[src/isg_pkg.sv]
// isg_pkg: shared constants, carrier types and helpers for the image statistics block
// assumes a single core clock domain; nothing else is needed
`default_nettype none

package isg_pkg;

    // ****************************************************************
    // register offsets
    // ****************************************************************
    localparam logic [7:0] ISG_ADDR_SHUT_HIGH = 8'h06;
    localparam logic [7:0] ISG_ADDR_SHUT_LOW = 8'h07;
    localparam logic [7:0] ISG_ADDR_PEAK = 8'h08;
    localparam logic [7:0] ISG_ADDR_SUM = 8'h09;
    localparam logic [7:0] ISG_ADDR_FLOOR = 8'h0A;
    localparam logic [7:0] ISG_ADDR_DUMP = 8'h0B;

    // ****************************************************************
    // reset values and field layout
    // ****************************************************************
    localparam logic [15:0] ISG_SHUT_RESET = 16'h0100;
    localparam logic [7:0] ISG_STAT_RESET = 8'h00;
    localparam int ISG_DUMP_VALID_BIT = 7;
    localparam int ISG_SUM_LSB = 9;
    localparam int ISG_SUM_MSB = 16;

    // ****************************************************************
    // value ranges and array geometry
    // ****************************************************************
    localparam logic [7:0] ISG_PIX_CLAMP = 8'hFE;
    localparam logic [16:0] ISG_SUM_CAP = 17'h1E038;
    localparam logic [7:0] ISG_SUM_REG_MAX = 8'hF0;
    localparam logic [8:0] ISG_LAST_IDX = 9'h168;

    // ****************************************************************
    // shutter control loop limits
    // ****************************************************************
    localparam logic [7:0] ISG_PEAK_HIGH = 8'hF0;
    localparam logic [7:0] ISG_PEAK_LOW = 8'h80;
    localparam logic [7:0] ISG_AVG_HIGH = 8'hB4;
    localparam logic [15:0] ISG_SHUT_MIN = 16'h0010;
    localparam logic [15:0] ISG_SHUT_MAX = 16'hFF00;
    localparam logic [15:0] ISG_SHUT_STEP = 16'h0010;

    // ****************************************************************
    // types
    // ****************************************************************
    typedef struct packed {
        logic last;
        logic [7:0] value;
    } isg_pix_t;

    typedef struct packed {
        logic [7:0] peak;
        logic [7:0] floor;
        logic [16:0] sum;
    } isg_stats_t;

    typedef enum logic [1:0] {
        ISG_SHUT_HOLD = 2'b00,
        ISG_SHUT_UP = 2'b01,
        ISG_SHUT_DOWN = 2'b10
    } isg_shut_dir_t;

    typedef enum logic {
        ISG_GRAB_WAIT = 1'b0,
        ISG_GRAB_HELD = 1'b1
    } isg_grab_st_t;

    // limit a raw pixel to the reportable range
    function automatic logic [7:0] isg_clamp_pix(input logic [7:0] raw);
        isg_clamp_pix = (raw > ISG_PIX_CLAMP) ? ISG_PIX_CLAMP : raw;
    endfunction : isg_clamp_pix

endpackage : isg_pkg

`default_nettype wire

[src/isg_pix_buf.sv]
// isg_pix_buf: two-entry buffer for the pixel stream
// assumes both sides use valid and ready on core_clk
`default_nettype none

module isg_pix_buf
(
    // clock and reset
    input wire logic core_clk,
    input wire logic rst_n,
    // filling side
    input wire isg_pkg::isg_pix_t in_data,
    input wire logic in_valid,
    output logic in_ready,
    // draining side
    output isg_pkg::isg_pix_t out_data,
    output logic out_valid,
    input wire logic out_ready
);
    import isg_pkg::*;

    isg_pix_t mem_q [2];
    isg_pix_t mem_d [2];
    logic wr_ptr_q;
    logic wr_ptr_d;
    logic rd_ptr_q;
    logic rd_ptr_d;
    logic [1:0] count_q;
    logic [1:0] count_d;
    logic push;
    logic pop;

    assign in_ready = (count_q != 2'h2);
    assign out_valid = (count_q != 2'h0);
    assign out_data = mem_q[rd_ptr_q];
    assign push = in_valid && in_ready;
    assign pop = out_valid && out_ready;

    // ****************************************************************
    // storage entries
    // ****************************************************************
    genvar gi;
    generate
        for (gi = 0; gi < 2; gi++)
        begin : g_entry
            always_comb
            begin
                mem_d[gi] = mem_q[gi];
                if (push && (wr_ptr_q == 1'(gi)))
                begin
                    mem_d[gi] = in_data;
                end
            end

            always_ff @(posedge core_clk or negedge rst_n)
            begin
                if (!rst_n)
                begin
                    mem_q[gi] <= '0;
                end
                else
                begin
                    mem_q[gi] <= mem_d[gi];
                end
            end
        end
    endgenerate

    // ****************************************************************
    // pointers and fill level
    // ****************************************************************
    always_comb
    begin
        wr_ptr_d = push ? ~wr_ptr_q : wr_ptr_q;
        rd_ptr_d = pop ? ~rd_ptr_q : rd_ptr_q;
        count_d = count_q;
        if (push && !pop)
        begin
            count_d = count_q + 2'h1;
        end
        else if (pop && !push)
        begin
            count_d = count_q - 2'h1;
        end
    end

    always_ff @(posedge core_clk or negedge rst_n)
    begin
        if (!rst_n)
        begin
            wr_ptr_q <= 1'b0;
            rd_ptr_q <= 1'b0;
            count_q <= 2'h0;
        end
        else
        begin
            wr_ptr_q <= wr_ptr_d;
            rd_ptr_q <= rd_ptr_d;
            count_q <= count_d;
        end
    end

endmodule : isg_pix_buf

`default_nettype wire

[src/isg_frame_stats.sv]
// isg_frame_stats: running peak, floor and sum over one frame of pixels
// assumes the frame's final pixel carries the last flag
`default_nettype none

module isg_frame_stats
(
    // clock and reset
    input wire logic core_clk,
    input wire logic rst_n,
    // pixel beats
    input wire isg_pkg::isg_pix_t pix,
    input wire logic pix_valid,
    output logic pix_ready,
    // frame result
    output isg_pkg::isg_stats_t stats,
    output logic stats_done
);
    import isg_pkg::*;

    isg_stats_t run_q;
    isg_stats_t run_d;
    isg_stats_t stats_q;
    isg_stats_t stats_d;
    logic done_q;
    logic done_d;
    logic [7:0] val;
    logic [16:0] sum_next;

    // one-cycle bubble while a result is published
    assign pix_ready = !done_q;
    assign stats = stats_q;
    assign stats_done = done_q;
    assign val = isg_clamp_pix(pix.value);

    // ****************************************************************
    // accumulate and publish
    // ****************************************************************
    always_comb
    begin
        run_d = run_q;
        stats_d = stats_q;
        done_d = 1'b0;
        sum_next = run_q.sum + {9'h000, val};
        if (sum_next > ISG_SUM_CAP)
        begin
            sum_next = ISG_SUM_CAP;
        end
        if (pix_valid && pix_ready)
        begin
            run_d.peak = (val > run_q.peak) ? val : run_q.peak;
            run_d.floor = (val < run_q.floor) ? val : run_q.floor;
            run_d.sum = sum_next;
            if (pix.last)
            begin
                stats_d = run_d;
                done_d = 1'b1;
                run_d.peak = 8'h00;
                run_d.floor = ISG_PIX_CLAMP;
                run_d.sum = 17'h00000;
            end
        end
    end

    always_ff @(posedge core_clk or negedge rst_n)
    begin
        if (!rst_n)
        begin
            run_q <= '{peak: 8'h00, floor: ISG_PIX_CLAMP, sum: 17'h00000};
            stats_q <= '0;
            done_q <= 1'b0;
        end
        else
        begin
            run_q <= run_d;
            stats_q <= stats_d;
            done_q <= done_d;
        end
    end

endmodule : isg_frame_stats

`default_nettype wire

[src/isg_image_stats.sv]
// isg_image_stats: frame statistics, auto shutter and pixel grabber registers
// assumes a decoded register port and a pixel stream in index order, last flag on pixel 360
//
// Behaviour
// - the shutter time is a sixteen-bit value whose low byte reads at 0x07.
// - the shutter time is counted in internal clock cycles.
// - the shutter is adjusted automatically to keep average and peak pixel levels in range.
// - the peak register holds the highest pixel of the last frame, from 0 to 254.
// - the lowest register holds the smallest pixel of the last frame, from 0 to 254.
// - the sum register reports bits 16 to 9 of the seventeen-bit pixel total.
// - the total never exceeds 122936, so the sum register stays between 0 and 240.
// - the grabber captures at most one pixel per frame, and none while a held sample is unread.
// - the grabber register shows the valid flag in bit 7 and pixel bits 7 to 1 in bits 6 to 0.
// - the array is 19 by 19, so a full dump takes 361 valid reads.
// - any write to the grabber register returns the grab position to index 0.
// - indices run column by column, 19 per column, from 0 to 360.
// - the shutter high byte reads at 0x06 and resets to 0x01.
`default_nettype none

module isg_image_stats
(
    // clock and reset
    input wire logic core_clk,
    input wire logic rst_n,
    // pixel stream from image capture
    input wire isg_pkg::isg_pix_t pix_in,
    input wire logic pix_in_valid,
    output logic pix_in_ready,
    // register access
    input wire logic [7:0] reg_addr,
    input wire logic reg_rd,
    input wire logic reg_wr,
    input wire logic [7:0] reg_wdata,
    output logic [7:0] reg_rdata,
    output logic reg_rvalid,
    // exposure control
    output logic [15:0] shutter_time
);
    import isg_pkg::*;

    // ****************************************************************
    // buffer and statistics
    // ****************************************************************
    isg_pix_t buf_data;
    logic buf_valid;
    logic stats_ready;
    isg_stats_t stats;
    logic stats_done;
    logic beat;

    isg_pix_buf isg_pix_buf_inst
    (
        .core_clk(core_clk),
        .rst_n(rst_n),
        .in_data(pix_in),
        .in_valid(pix_in_valid),
        .in_ready(pix_in_ready),
        .out_data(buf_data),
        .out_valid(buf_valid),
        .out_ready(stats_ready)
    );

    isg_frame_stats isg_frame_stats_inst
    (
        .core_clk(core_clk),
        .rst_n(rst_n),
        .pix(buf_data),
        .pix_valid(buf_valid),
        .pix_ready(stats_ready),
        .stats(stats),
        .stats_done(stats_done)
    );

    assign beat = buf_valid && stats_ready;

    // ****************************************************************
    // register access decode
    // ****************************************************************
    logic rd_dump;
    logic wr_dump;
    logic rd_shut_high;

    assign rd_dump = reg_rd && (reg_addr == ISG_ADDR_DUMP);
    assign wr_dump = reg_wr && (reg_addr == ISG_ADDR_DUMP);
    assign rd_shut_high = reg_rd && (reg_addr == ISG_ADDR_SHUT_HIGH);

    // ****************************************************************
    // published statistics
    // ****************************************************************
    logic [7:0] peak_q, peak_d;
    logic [7:0] floor_q, floor_d;
    logic [7:0] sum_high_q, sum_high_d;
    logic [7:0] sum_bits;

    assign sum_bits = stats.sum[ISG_SUM_MSB:ISG_SUM_LSB];

    always_comb
    begin
        peak_d = peak_q;
        floor_d = floor_q;
        sum_high_d = sum_high_q;
        if (stats_done)
        begin
            peak_d = isg_clamp_pix(stats.peak);
            floor_d = isg_clamp_pix(stats.floor);
            sum_high_d = (sum_bits > ISG_SUM_REG_MAX) ? ISG_SUM_REG_MAX : sum_bits;
        end
    end
    always_ff @(posedge core_clk or negedge rst_n)
    begin
        if (!rst_n)
        begin
            peak_q <= ISG_STAT_RESET;
            floor_q <= ISG_STAT_RESET;
            sum_high_q <= ISG_STAT_RESET;
        end
        else
        begin
            peak_q <= peak_d;
            floor_q <= floor_d;
            sum_high_q <= sum_high_d;
        end
    end

    // ****************************************************************
    // automatic shutter
    // ****************************************************************
    logic [15:0] shut_q, shut_d;
    logic [7:0] low_latch_q, low_latch_d;
    isg_shut_dir_t dir;

    assign shutter_time = shut_q;

    always_comb
    begin
        dir = ISG_SHUT_HOLD;
        if (isg_clamp_pix(stats.peak) > ISG_PEAK_HIGH || sum_bits > ISG_AVG_HIGH)
        begin
            dir = ISG_SHUT_DOWN;
        end
        else if (isg_clamp_pix(stats.peak) < ISG_PEAK_LOW)
        begin
            dir = ISG_SHUT_UP;
        end
        shut_d = shut_q;
        if (stats_done)
        begin
            case (dir)
                ISG_SHUT_DOWN:
                    shut_d = (shut_q > ISG_SHUT_MIN + ISG_SHUT_STEP) ? shut_q - ISG_SHUT_STEP : ISG_SHUT_MIN;
                ISG_SHUT_UP:
                    shut_d = (shut_q < ISG_SHUT_MAX - ISG_SHUT_STEP) ? shut_q + ISG_SHUT_STEP : ISG_SHUT_MAX;
                default:
                    shut_d = shut_q;
            endcase
        end
        // low byte frozen at the high byte read
        low_latch_d = rd_shut_high ? shut_q[7:0] : low_latch_q;
    end
    always_ff @(posedge core_clk or negedge rst_n)
    begin
        if (!rst_n)
        begin
            shut_q <= ISG_SHUT_RESET;
            low_latch_q <= ISG_SHUT_RESET[7:0];
        end
        else
        begin
            shut_q <= shut_d;
            low_latch_q <= low_latch_d;
        end
    end

    // ****************************************************************
    // pixel grabber
    // ****************************************************************
    isg_grab_st_t grab_st_q, grab_st_d;
    logic [8:0] pix_idx_q, pix_idx_d;
    logic [8:0] grab_idx_q, grab_idx_d;
    logic [6:0] dump_sample_value_q, dump_sample_value_d;
    logic taken_q, taken_d;
    logic [7:0] grab_pix;
    logic capture;
    logic dump_sample_valid;

    assign dump_sample_valid = (grab_st_q == ISG_GRAB_HELD);
    assign capture = beat && !taken_q && (grab_st_q == ISG_GRAB_WAIT) && (pix_idx_q == grab_idx_q);
    assign grab_pix = isg_clamp_pix(buf_data.value);

    always_comb
    begin
        pix_idx_d = pix_idx_q;
        if (beat)
        begin
            pix_idx_d = (buf_data.last || pix_idx_q == ISG_LAST_IDX) ? 9'h000 : pix_idx_q + 9'h001;
        end
        taken_d = (beat && buf_data.last) ? 1'b0 : (taken_q || capture);
        grab_st_d = grab_st_q;
        grab_idx_d = grab_idx_q;
        dump_sample_value_d = dump_sample_value_q;
        case (grab_st_q)
            ISG_GRAB_WAIT:
            begin
                if (capture)
                begin
                    grab_st_d = ISG_GRAB_HELD;
                    dump_sample_value_d = grab_pix[7:1];
                end
            end
            ISG_GRAB_HELD:
            begin
                if (rd_dump)
                begin
                    grab_st_d = ISG_GRAB_WAIT;
                    grab_idx_d = (grab_idx_q == ISG_LAST_IDX) ? 9'h000 : grab_idx_q + 9'h001;
                end
            end
            default:
                grab_st_d = ISG_GRAB_WAIT;
        endcase
        if (wr_dump)
        begin
            grab_st_d = ISG_GRAB_WAIT;
            grab_idx_d = 9'h000;
        end
    end
    always_ff @(posedge core_clk or negedge rst_n)
    begin
        if (!rst_n)
        begin
            grab_st_q <= ISG_GRAB_WAIT;
            pix_idx_q <= 9'h000;
            grab_idx_q <= 9'h000;
            dump_sample_value_q <= 7'h00;
            taken_q <= 1'b0;
        end
        else
        begin
            grab_st_q <= grab_st_d;
            pix_idx_q <= pix_idx_d;
            grab_idx_q <= grab_idx_d;
            dump_sample_value_q <= dump_sample_value_d;
            taken_q <= taken_d;
        end
    end

    // ****************************************************************
    // read data
    // ****************************************************************
    logic [7:0] rdata_q, rdata_d;
    logic rvalid_q;

    assign reg_rdata = rdata_q;
    assign reg_rvalid = rvalid_q;

    always_comb
    begin
        rdata_d = rdata_q;
        if (reg_rd)
        begin
            case (reg_addr)
                ISG_ADDR_SHUT_HIGH: rdata_d = shut_q[15:8];
                ISG_ADDR_SHUT_LOW: rdata_d = low_latch_q;
                ISG_ADDR_PEAK: rdata_d = peak_q;
                ISG_ADDR_SUM: rdata_d = sum_high_q;
                ISG_ADDR_FLOOR: rdata_d = floor_q;
                ISG_ADDR_DUMP: rdata_d = {dump_sample_valid, dump_sample_value_q};
                default: rdata_d = 8'h00;
            endcase
        end
    end
    always_ff @(posedge core_clk or negedge rst_n)
    begin
        if (!rst_n)
        begin
            rdata_q <= 8'h00;
            rvalid_q <= 1'b0;
        end
        else
        begin
            rdata_q <= rdata_d;
            rvalid_q <= reg_rd;
        end
    end

    // ****************************************************************
    // checks
    // ****************************************************************
    logic seen_frame_q;

    always_ff @(posedge core_clk or negedge rst_n)
    begin
        if (!rst_n)
            seen_frame_q <= 1'b0;
        else if (stats_done)
            seen_frame_q <= 1'b1;
    end
endmodule : isg_image_stats

`default_nettype wire

[config.mk]
export PLATFORM = sky130hd
export DESIGN_NAME = isg_image_stats
export DESIGN_NICKNAME = d
export VERILOG_FILES = /design/src/isg_pkg.sv /design/src/isg_pix_buf.sv /design/src/isg_frame_stats.sv /design/src/isg_image_stats.sv
export SDC_FILE = /design/constraint.sdc
export NUM_CORES = 1
export LEC_CHECK = 0
export BUFFER_PORTS_ARGS = -buffer_cell sky130_fd_sc_hd__buf_4
export CELL_PAD_IN_SITES_DETAIL_PLACEMENT = 1
export CELL_PAD_IN_SITES_GLOBAL_PLACEMENT = 2
export CORE_MARGIN = 2
export CORE_UTILIZATION = 39
export CTS_CLUSTER_DIAMETER = 30
export DETAILED_ROUTE_END_ITERATION = 16
export PLACE_DENSITY_LB_ADDON = 0.1
export SLEW_MARGIN = 20
export SYNTH_ARGS = -nofsm -noshare
export SYNTH_HDL_FRONTEND = slang
export SYNTH_SLANG_ARGS = --single-unit
[constraint.sdc]
create_clock -name core_clk -period 5.4 [get_ports core_clk]
set_clock_uncertainty 0.1 [all_clocks]
set_input_delay 0.54 -clock core_clk [delete_from_list [all_inputs] [get_ports core_clk]]
set_output_delay 0.54 -clock core_clk [all_outputs]
set_load 0.01 [all_outputs]
---- After elaboration in Yosys (flattened, before gate mapping) ----
Cells that the tools add are included.
word-level totals
  register bits ........................... 173
  bits of input ports ..................... 30
  output and inout bits ................... 26
  word-level logic and storage cells ...... 122
operators by class
  add/sub/neg operators ................... 7
  magnitude comparators ................... 13
  eq/ne operators ......................... 12
  muxes and demuxes ....................... 31
  bitwise gates (word level) .............. 4
  reductions and logical operators ........ 29
operator list
  kind                                                                   count
  9-bit 2-to-1 mux                                                       8
  8-bit > comparator, second input constant                              6
  8-bit 2-to-1 mux                                                       6
  8-bit case mux with 6 select lines                                     1
  33-bit 2-to-1 mux                                                      1
  8-bit by 4-bit == test with 1-bit output, second input constant        4
  16-bit 2-to-1 mux                                                      2
  16-bit case mux with 2 select lines                                    1
  9-bit by 1-bit adder with 9-bit output, second input constant          2
  9-bit == test, second input constant                                   2
  17-bit by 8-bit adder with 17-bit output                               1
  17-bit > comparator, second input constant                             1
  17-bit 2-to-1 mux                                                      1
  16-bit by 5-bit adder with 16-bit output, second input constant        1
  8-bit by 3-bit == test with 1-bit output, second input constant        2
  16-bit by 6-bit > comparator with 1-bit output, second input constant  1
  16-bit < comparator, second input constant                             1
  16-bit by 5-bit subtractor with 16-bit output, second input constant   1
  1-bit logical AND                                                      13
  2-bit nonzero test                                                     5
  9-bit == test                                                          1
  8-bit > comparator                                                     1
  8-bit < comparator                                                     1
  8-bit < comparator, second input constant                              1
  14 further kinds                                                       32

---- Logic depth before layout (Yosys ltp) ----
  depth after elaboration ................. 10
  mapped depth ............................ 16
  gate-level depth less buffers ........... 15

---- Modules after synthesis ----
Synthesis repeated with hierarchy kept, for this count alone.
second synthesis, totals
  cells, all modules ...................... 973
  area total of the unflattened synthesis .. 9505.4 um^2
modules (own cells, without submodules)
  module           times used  cells an instance  area an instance (um^2)  sequential area each (um^2)
  isg_image_stats  1           463                4374.2                   1903.1
  isg_frame_stats  1           445                4071.4                   1685.4
  isg_pix_buf      1           65                 1059.8                   550.5

---- Least setup slack after synthesis ----
No wires, ideal clock.
  kind .................................... reg2reg
  start ................................... register isg_pix_buf_inst.rd_ptr_q
  end ..................................... register isg_frame_stats_inst.run_q[0] in the netlist's numbering
  setup time .............................. 0.121 ns
  arrival time ............................ 3.689 ns
  data required time ...................... 5.179 ns
  setup slack ............................. 1.490 ns
  stages on the path, launching flop included .. 16
  path buffers ............................ 1
  clock period less this slack ............ 3.910 ns
  cells stage by stage .................... dfrtp_1 -> mux2_2 -> inv_1 -> a2111oi_1 -> nor2_1 -> ha_1 -> inv_1 -> fa_1 -> nand2b_1 -> a211oi_2 -> o21ai_2 -> or3_4 -> a211oi_4 -> o31ai_2 -> buf_6 -> a32o_2
on the way
  cells in the longest elaborated chain, start to end .. 10
RTL lines
  what                                                    line                    source
  start, declared                                         isg_pix_buf.sv:25       logic rd_ptr_q;
  start signal, assigned                                  isg_pix_buf.sv:97       rd_ptr_q <= rd_ptr_d;
  1-bit NOT with 2-bit output (not written as such) *     isg_pix_buf.sv:34       assign out_data = mem_q[rd_ptr_q];
  9-bit 2-to-1 mux (not written as such) * (3 in series)  isg_pix_buf.sv:34
  8-bit > comparator                                      --
  8-bit 2-to-1 mux *                                      --
  via grab_pix[1]                                         isg_image_stats.sv:182  logic [7:0] grab_pix;
  17-bit by 8-bit adder with 17-bit output *              isg_frame_stats.sv:43   sum_next = run_q.sum + {9'h000, val};
  17-bit > comparator *                                   isg_frame_stats.sv:44   if (sum_next > ISG_SUM_CAP)
  17-bit 2-to-1 mux *                                     isg_frame_stats.sv:44
  33-bit 2-to-1 mux *                                     isg_frame_stats.sv:53   if (pix.last)
  end signal, assigned                                    isg_frame_stats.sv:68   run_q <= '{peak: 8'h00, floor: ISG_PIX_CLAMP, sum: 17'h00000};
  end signal, assigned                                    isg_frame_stats.sv:74   run_q <= run_d;
  end, declared                                           isg_frame_stats.sv:20   isg_stats_t run_q;
Mark *: on every way through the listed nets, which the timed path passes. The rest lies on a longest branch. The select of a mux whose other input is x is not followed.
A chain may end at the register's enable or synchronous reset.

---- Final worst setup path ----
  start ................................... register isg_pix_buf_inst.rd_ptr_q
  end ..................................... register isg_frame_stats_inst.run_q[9] in the netlist's numbering
on the way
  cells in the longest elaborated chain, start to end .. 10
RTL lines
  what                                                    line                   source
  1-bit NOT with 2-bit output (not written as such) *     isg_pix_buf.sv:34
  9-bit 2-to-1 mux (not written as such) * (3 in series)  isg_pix_buf.sv:34
  8-bit > comparator                                      isg_pkg.sv:71          isg_clamp_pix = (raw > ISG_PIX_CLAMP) ? ISG_PIX_CLAMP : raw;
  8-bit 2-to-1 mux                                        isg_pkg.sv:71
  17-bit by 8-bit adder with 17-bit output                isg_frame_stats.sv:43
  17-bit > comparator                                     isg_frame_stats.sv:44
  17-bit 2-to-1 mux                                       isg_frame_stats.sv:44
  33-bit 2-to-1 mux *                                     isg_frame_stats.sv:53
Mark *: on every way between the ends. The rest lies on a longest branch, timed or not. The select of a mux whose other input is x is not followed.

==> flow_summary.yaml <==
routing:
  wirelength_um: 23200
  dr.first_iter.drc_count: 257
  viasPerCell: 5.57
  route.detailed.drc: 0
  drt.antenna.violating_nets: 0
  first_pass_iters: 4
  post_drt_wl_per_cell_um: 18.9
  vias: 6837
timing:
  worst_slew_pin_slew_ns: 0.941
  hold_violations: 0
  whs_ns: 0.105
  min_period_ns: 4.72
  finalSetupViolCount: 0
  slew-limit-headroom_pct: 37.0
  rsz0062_at_grt: "false"
  slew_viol_final: 0
  fmax_mhz: 212
  fin_crit_sh_pct: 87.4
  finalSetupTns_ns: 0
clock_tree:
  insertion_delay_ns: 0.43
  cts_tree: "built"
  cts.sinks: 156
  ctsHoldBuffers: 0
  cts_made_buffers: 17
  post_cts.repair.setup_buffers: 0
  max-clock-path-buffers: 2
  clkTransAtPathRegs_ns: 0.07
  ctsHtreeMaxLevel: 4
  cts-root-buf: "clkbuf_16"
  cts_resized: 0
critical_path:
  slowest_stage: "o31ai_2"
  cp.required_ns: 5.63
  endpoint_kind: "flip-flop"
  rr_startpoint: "isg_pix_buf_inst.rd_ptr_q"
  crit_type: "reg2reg"
  worstPathArrival_ns: 4.95
  start_kind: "flip-flop"
  startpoint: "isg_pix_buf_inst.rd_ptr_q"
  cp_cell_sequence: "buf_4, mux2i_1, a2111oi_1, nor2_1, ha_1, inv_1, fa_1, nand2b_1, a211oi_2, and2b_2, xnor2_1, a2111o_1, o31ai_2, nand2_1, o31ai_1"
  cp_max_fo: 12
  r2r_cells: 15
  critPathMaxStageDelay_ns: 0.77
layout:
  antenna_cells: 0
  layout-area-overhead-vs-synth_pct: 13.4
  layout-drive-gt1-share_pct: 18.7
  nets: 999
  fin_util_pct: 45.3
pwr:
  total_power_mw: 6.09
  p_sw_mw: 2.61
  switching_share_pct: 42.8
  power_density_nw_per_um2: 615
  power_frac_comb_pct: 47.8
  vdd_drop_max_v: 0.000310
  p_int_mw: 3.48
  clockPowerShare_pct: 20.4
  seqPwrFrac_pct: 31.8
  power_leakage_nw: 4.42
synthesis:
  ys_async_sr_fraction_pct: 100
  yosysSeqAreaShare_pct: 44.8
  ys_warn_count: 0
  synth-xor-area-share_pct: 3.11
  synth_seq_cells: 156
  synth_flop_cell: "dfrtp_1"
  synth.distinct_cells: 73
  syn-cell-area_um2: 8740
  synth_edf_count: 0
  muxShareOfSynthArea_pct: 9.62
  synth_compound_area_share_pct: 17.8
  syn_area_per_cell_um2: 9.69
  synthAdderAreaFrac_pct: 5.10
  synth_top_family_by_area: "compound AO/OA/AOI/OAI gates"
  syn_inst: 902
  synth_simple_gate_area_share_pct: 15.1
global_route:
  track_usage_pct: 20.5
  grt_overflow_total: 0
  grt_start_max_net_pins: 108
  grt_pass1_vias: 7186
  antenna_found_initial: 0
  grt_pass1_wl_um: 39000
status:
  run_status: "completed"
run:
  max_cap_viol_count: 0
floorplanning:
  die_y_um: 154
  dieArea_um2: 23600
  core_um2: 21900
  initial_core_util_pct: 39.9
  die_x_um: 154
  ios: 56
  rows: 54
placed_design:
  gp_congestion: 0.777
  port_buffers: 43
  dp_hpwl_um: 16800
hold_path:
  hp-class: "in2async"
==> path summary, 6_finish.rpt <==
path,slack [ns],end
setup / recovery,0.68,isg_frame_stats_inst.run_q[9]
hold reg to reg,0.40,isg_pix_buf_inst.wr_ptr_q
max in group asynchronous,3.83,peak_q[4]
min in group core_clk,0.21,dump_sample_valid
hold / removal,0.11,grab_idx_q[6]
setup reg to reg,0.68,isg_frame_stats_inst.run_q[9]
==> layout by cell type, fill, tap and decap left out, types with 17 or more instances in the layout <==
cell type / Yosys / layout
a21oi_1: 35 / 35
buf_4: 5 / 51
clkbuf_16: 0 / 17
dfrtp_1: 148 / 148
ha_1: 34 / 34
inv_1: 51 / 51
mux2_2: 56 / 56
mux2i_1: 21 / 21
nand2_1: 101 / 101
nand3_1: 28 / 28
nor2_1: 52 / 51
o21ai_0: 93 / 93
xnor2_1: 18 / 18
==> worst max-delay path: cells and delay by family (launching register included) <==
kind	cells	cell delay, ns
AO/OA/AOI/OAI	5	1.82
XOR/XNOR	1	0.14
adder cells (fa/ha/maj)	2	0.59
buffers and inverters	2	0.28
flip-flops	1	0.37
multiplexers	1	0.39
AND/OR/NAND/NOR	4	0.94
==> cell families (layout without fill, tap and decap cells) <==
group,count (synthesis),in the layout
AOI/OAI and AO/OA,241,241
xor gates and xnor gates,31,31
adders and majority gates,35,35
buffers and inverters,93,135
DFF,156,156
muxes,77,77
other,1,4
and+or+nand+nor,268,268
==> per-layer routing <==
metal | GRT usage (%) | up-vias | wire (µm)
li1 | - | 3300 | -
met1 | 27.8 | 3436 | 11300
met2 | 34.3 | 79 | 11200
met3 | 3.16 | 22 | 469
met4 | 5.24 | 0 | 240
met5 | 0 | - | 0
==> per-stage QoR <==
step	cells	worst slack, ns	cell area (µm²)
3_3_place_gp	1195	0.820	9300
2_1_floorplan	905	1.49	8750
3_5_place_dp	1195	0.733	9300
4_1_cts	1227	0.716	9910
5_1_grt	1227	0.461	9910
6_report	1227	0.682	9910
==> cell usage after synthesis, types with 6 or more instances <==
cell / count / area (µm²)
a21o_1: 6 / 45.0
a21oi_1: 35 / 175
a222oi_1: 6 / 60.1
a22o_1: 13 / 114
a2bb2oi_1: 7 / 61.3
a31oi_1: 10 / 62.6
and2_1: 7 / 43.8
and3_1: 11 / 68.8
buf_2: 6 / 30.0
clkbuf_1: 24 / 90.1
dfrtp_1: 148 / 3700
dfstp_2: 8 / 210
ha_1: 34 / 425
inv_1: 51 / 191
mux2_2: 56 / 631
mux2i_1: 21 / 210
nand2_1: 101 / 379
nand3_1: 28 / 140
nand4_1: 12 / 75.1
nor2_1: 52 / 195
nor2b_1: 8 / 50.1
nor3_1: 7 / 35.0
nor3b_1: 7 / 52.6
o21ai_0: 93 / 465
o21ai_1: 8 / 40.0
o22ai_1: 12 / 75.1
o31ai_1: 11 / 82.6
or3_1: 6 / 37.5
xnor2_1: 18 / 158
xor2_1: 13 / 114
==> flip-flops by register name, indices dropped and copies added, names as in the netlist, 7 cells and up <==
name,cells
isg_frame_stats_inst.stats,24
floor_q,8
isg_pix_buf_inst.mem_q,18
shutter_time,12
isg_frame_stats_inst.run_q,33
reg_rdata,8
grab_idx_q,9
peak_q,8
sum_high_q,8
pix_idx_q,9
dump_sample_value_q,7
==> power groups by stage <==
stage               registers [mW]  clock network (mW)  logic, mW
floorplan                     1.80                   0       2.19
global placement              1.93                   0       2.82
detailed placement            1.96                   0       2.92
CTS                           1.94                1.27       2.95
global route                  1.99                1.33       3.29
finish                        1.94                1.24       2.91
==> area by class of cell <==
class                           instances  area (µm²)
Clock buffer                           19         453
Clock inverter                         13         155
Fill cell                            2478       12000
Inverter                               51         191
Multi-Input combinational cell        656        4450
Sequential cell                       156        3910
Tap cell                              280         350
Timing Repair Buffer                   52         397
Note: power is estimated with default switching activity, not from simulation.
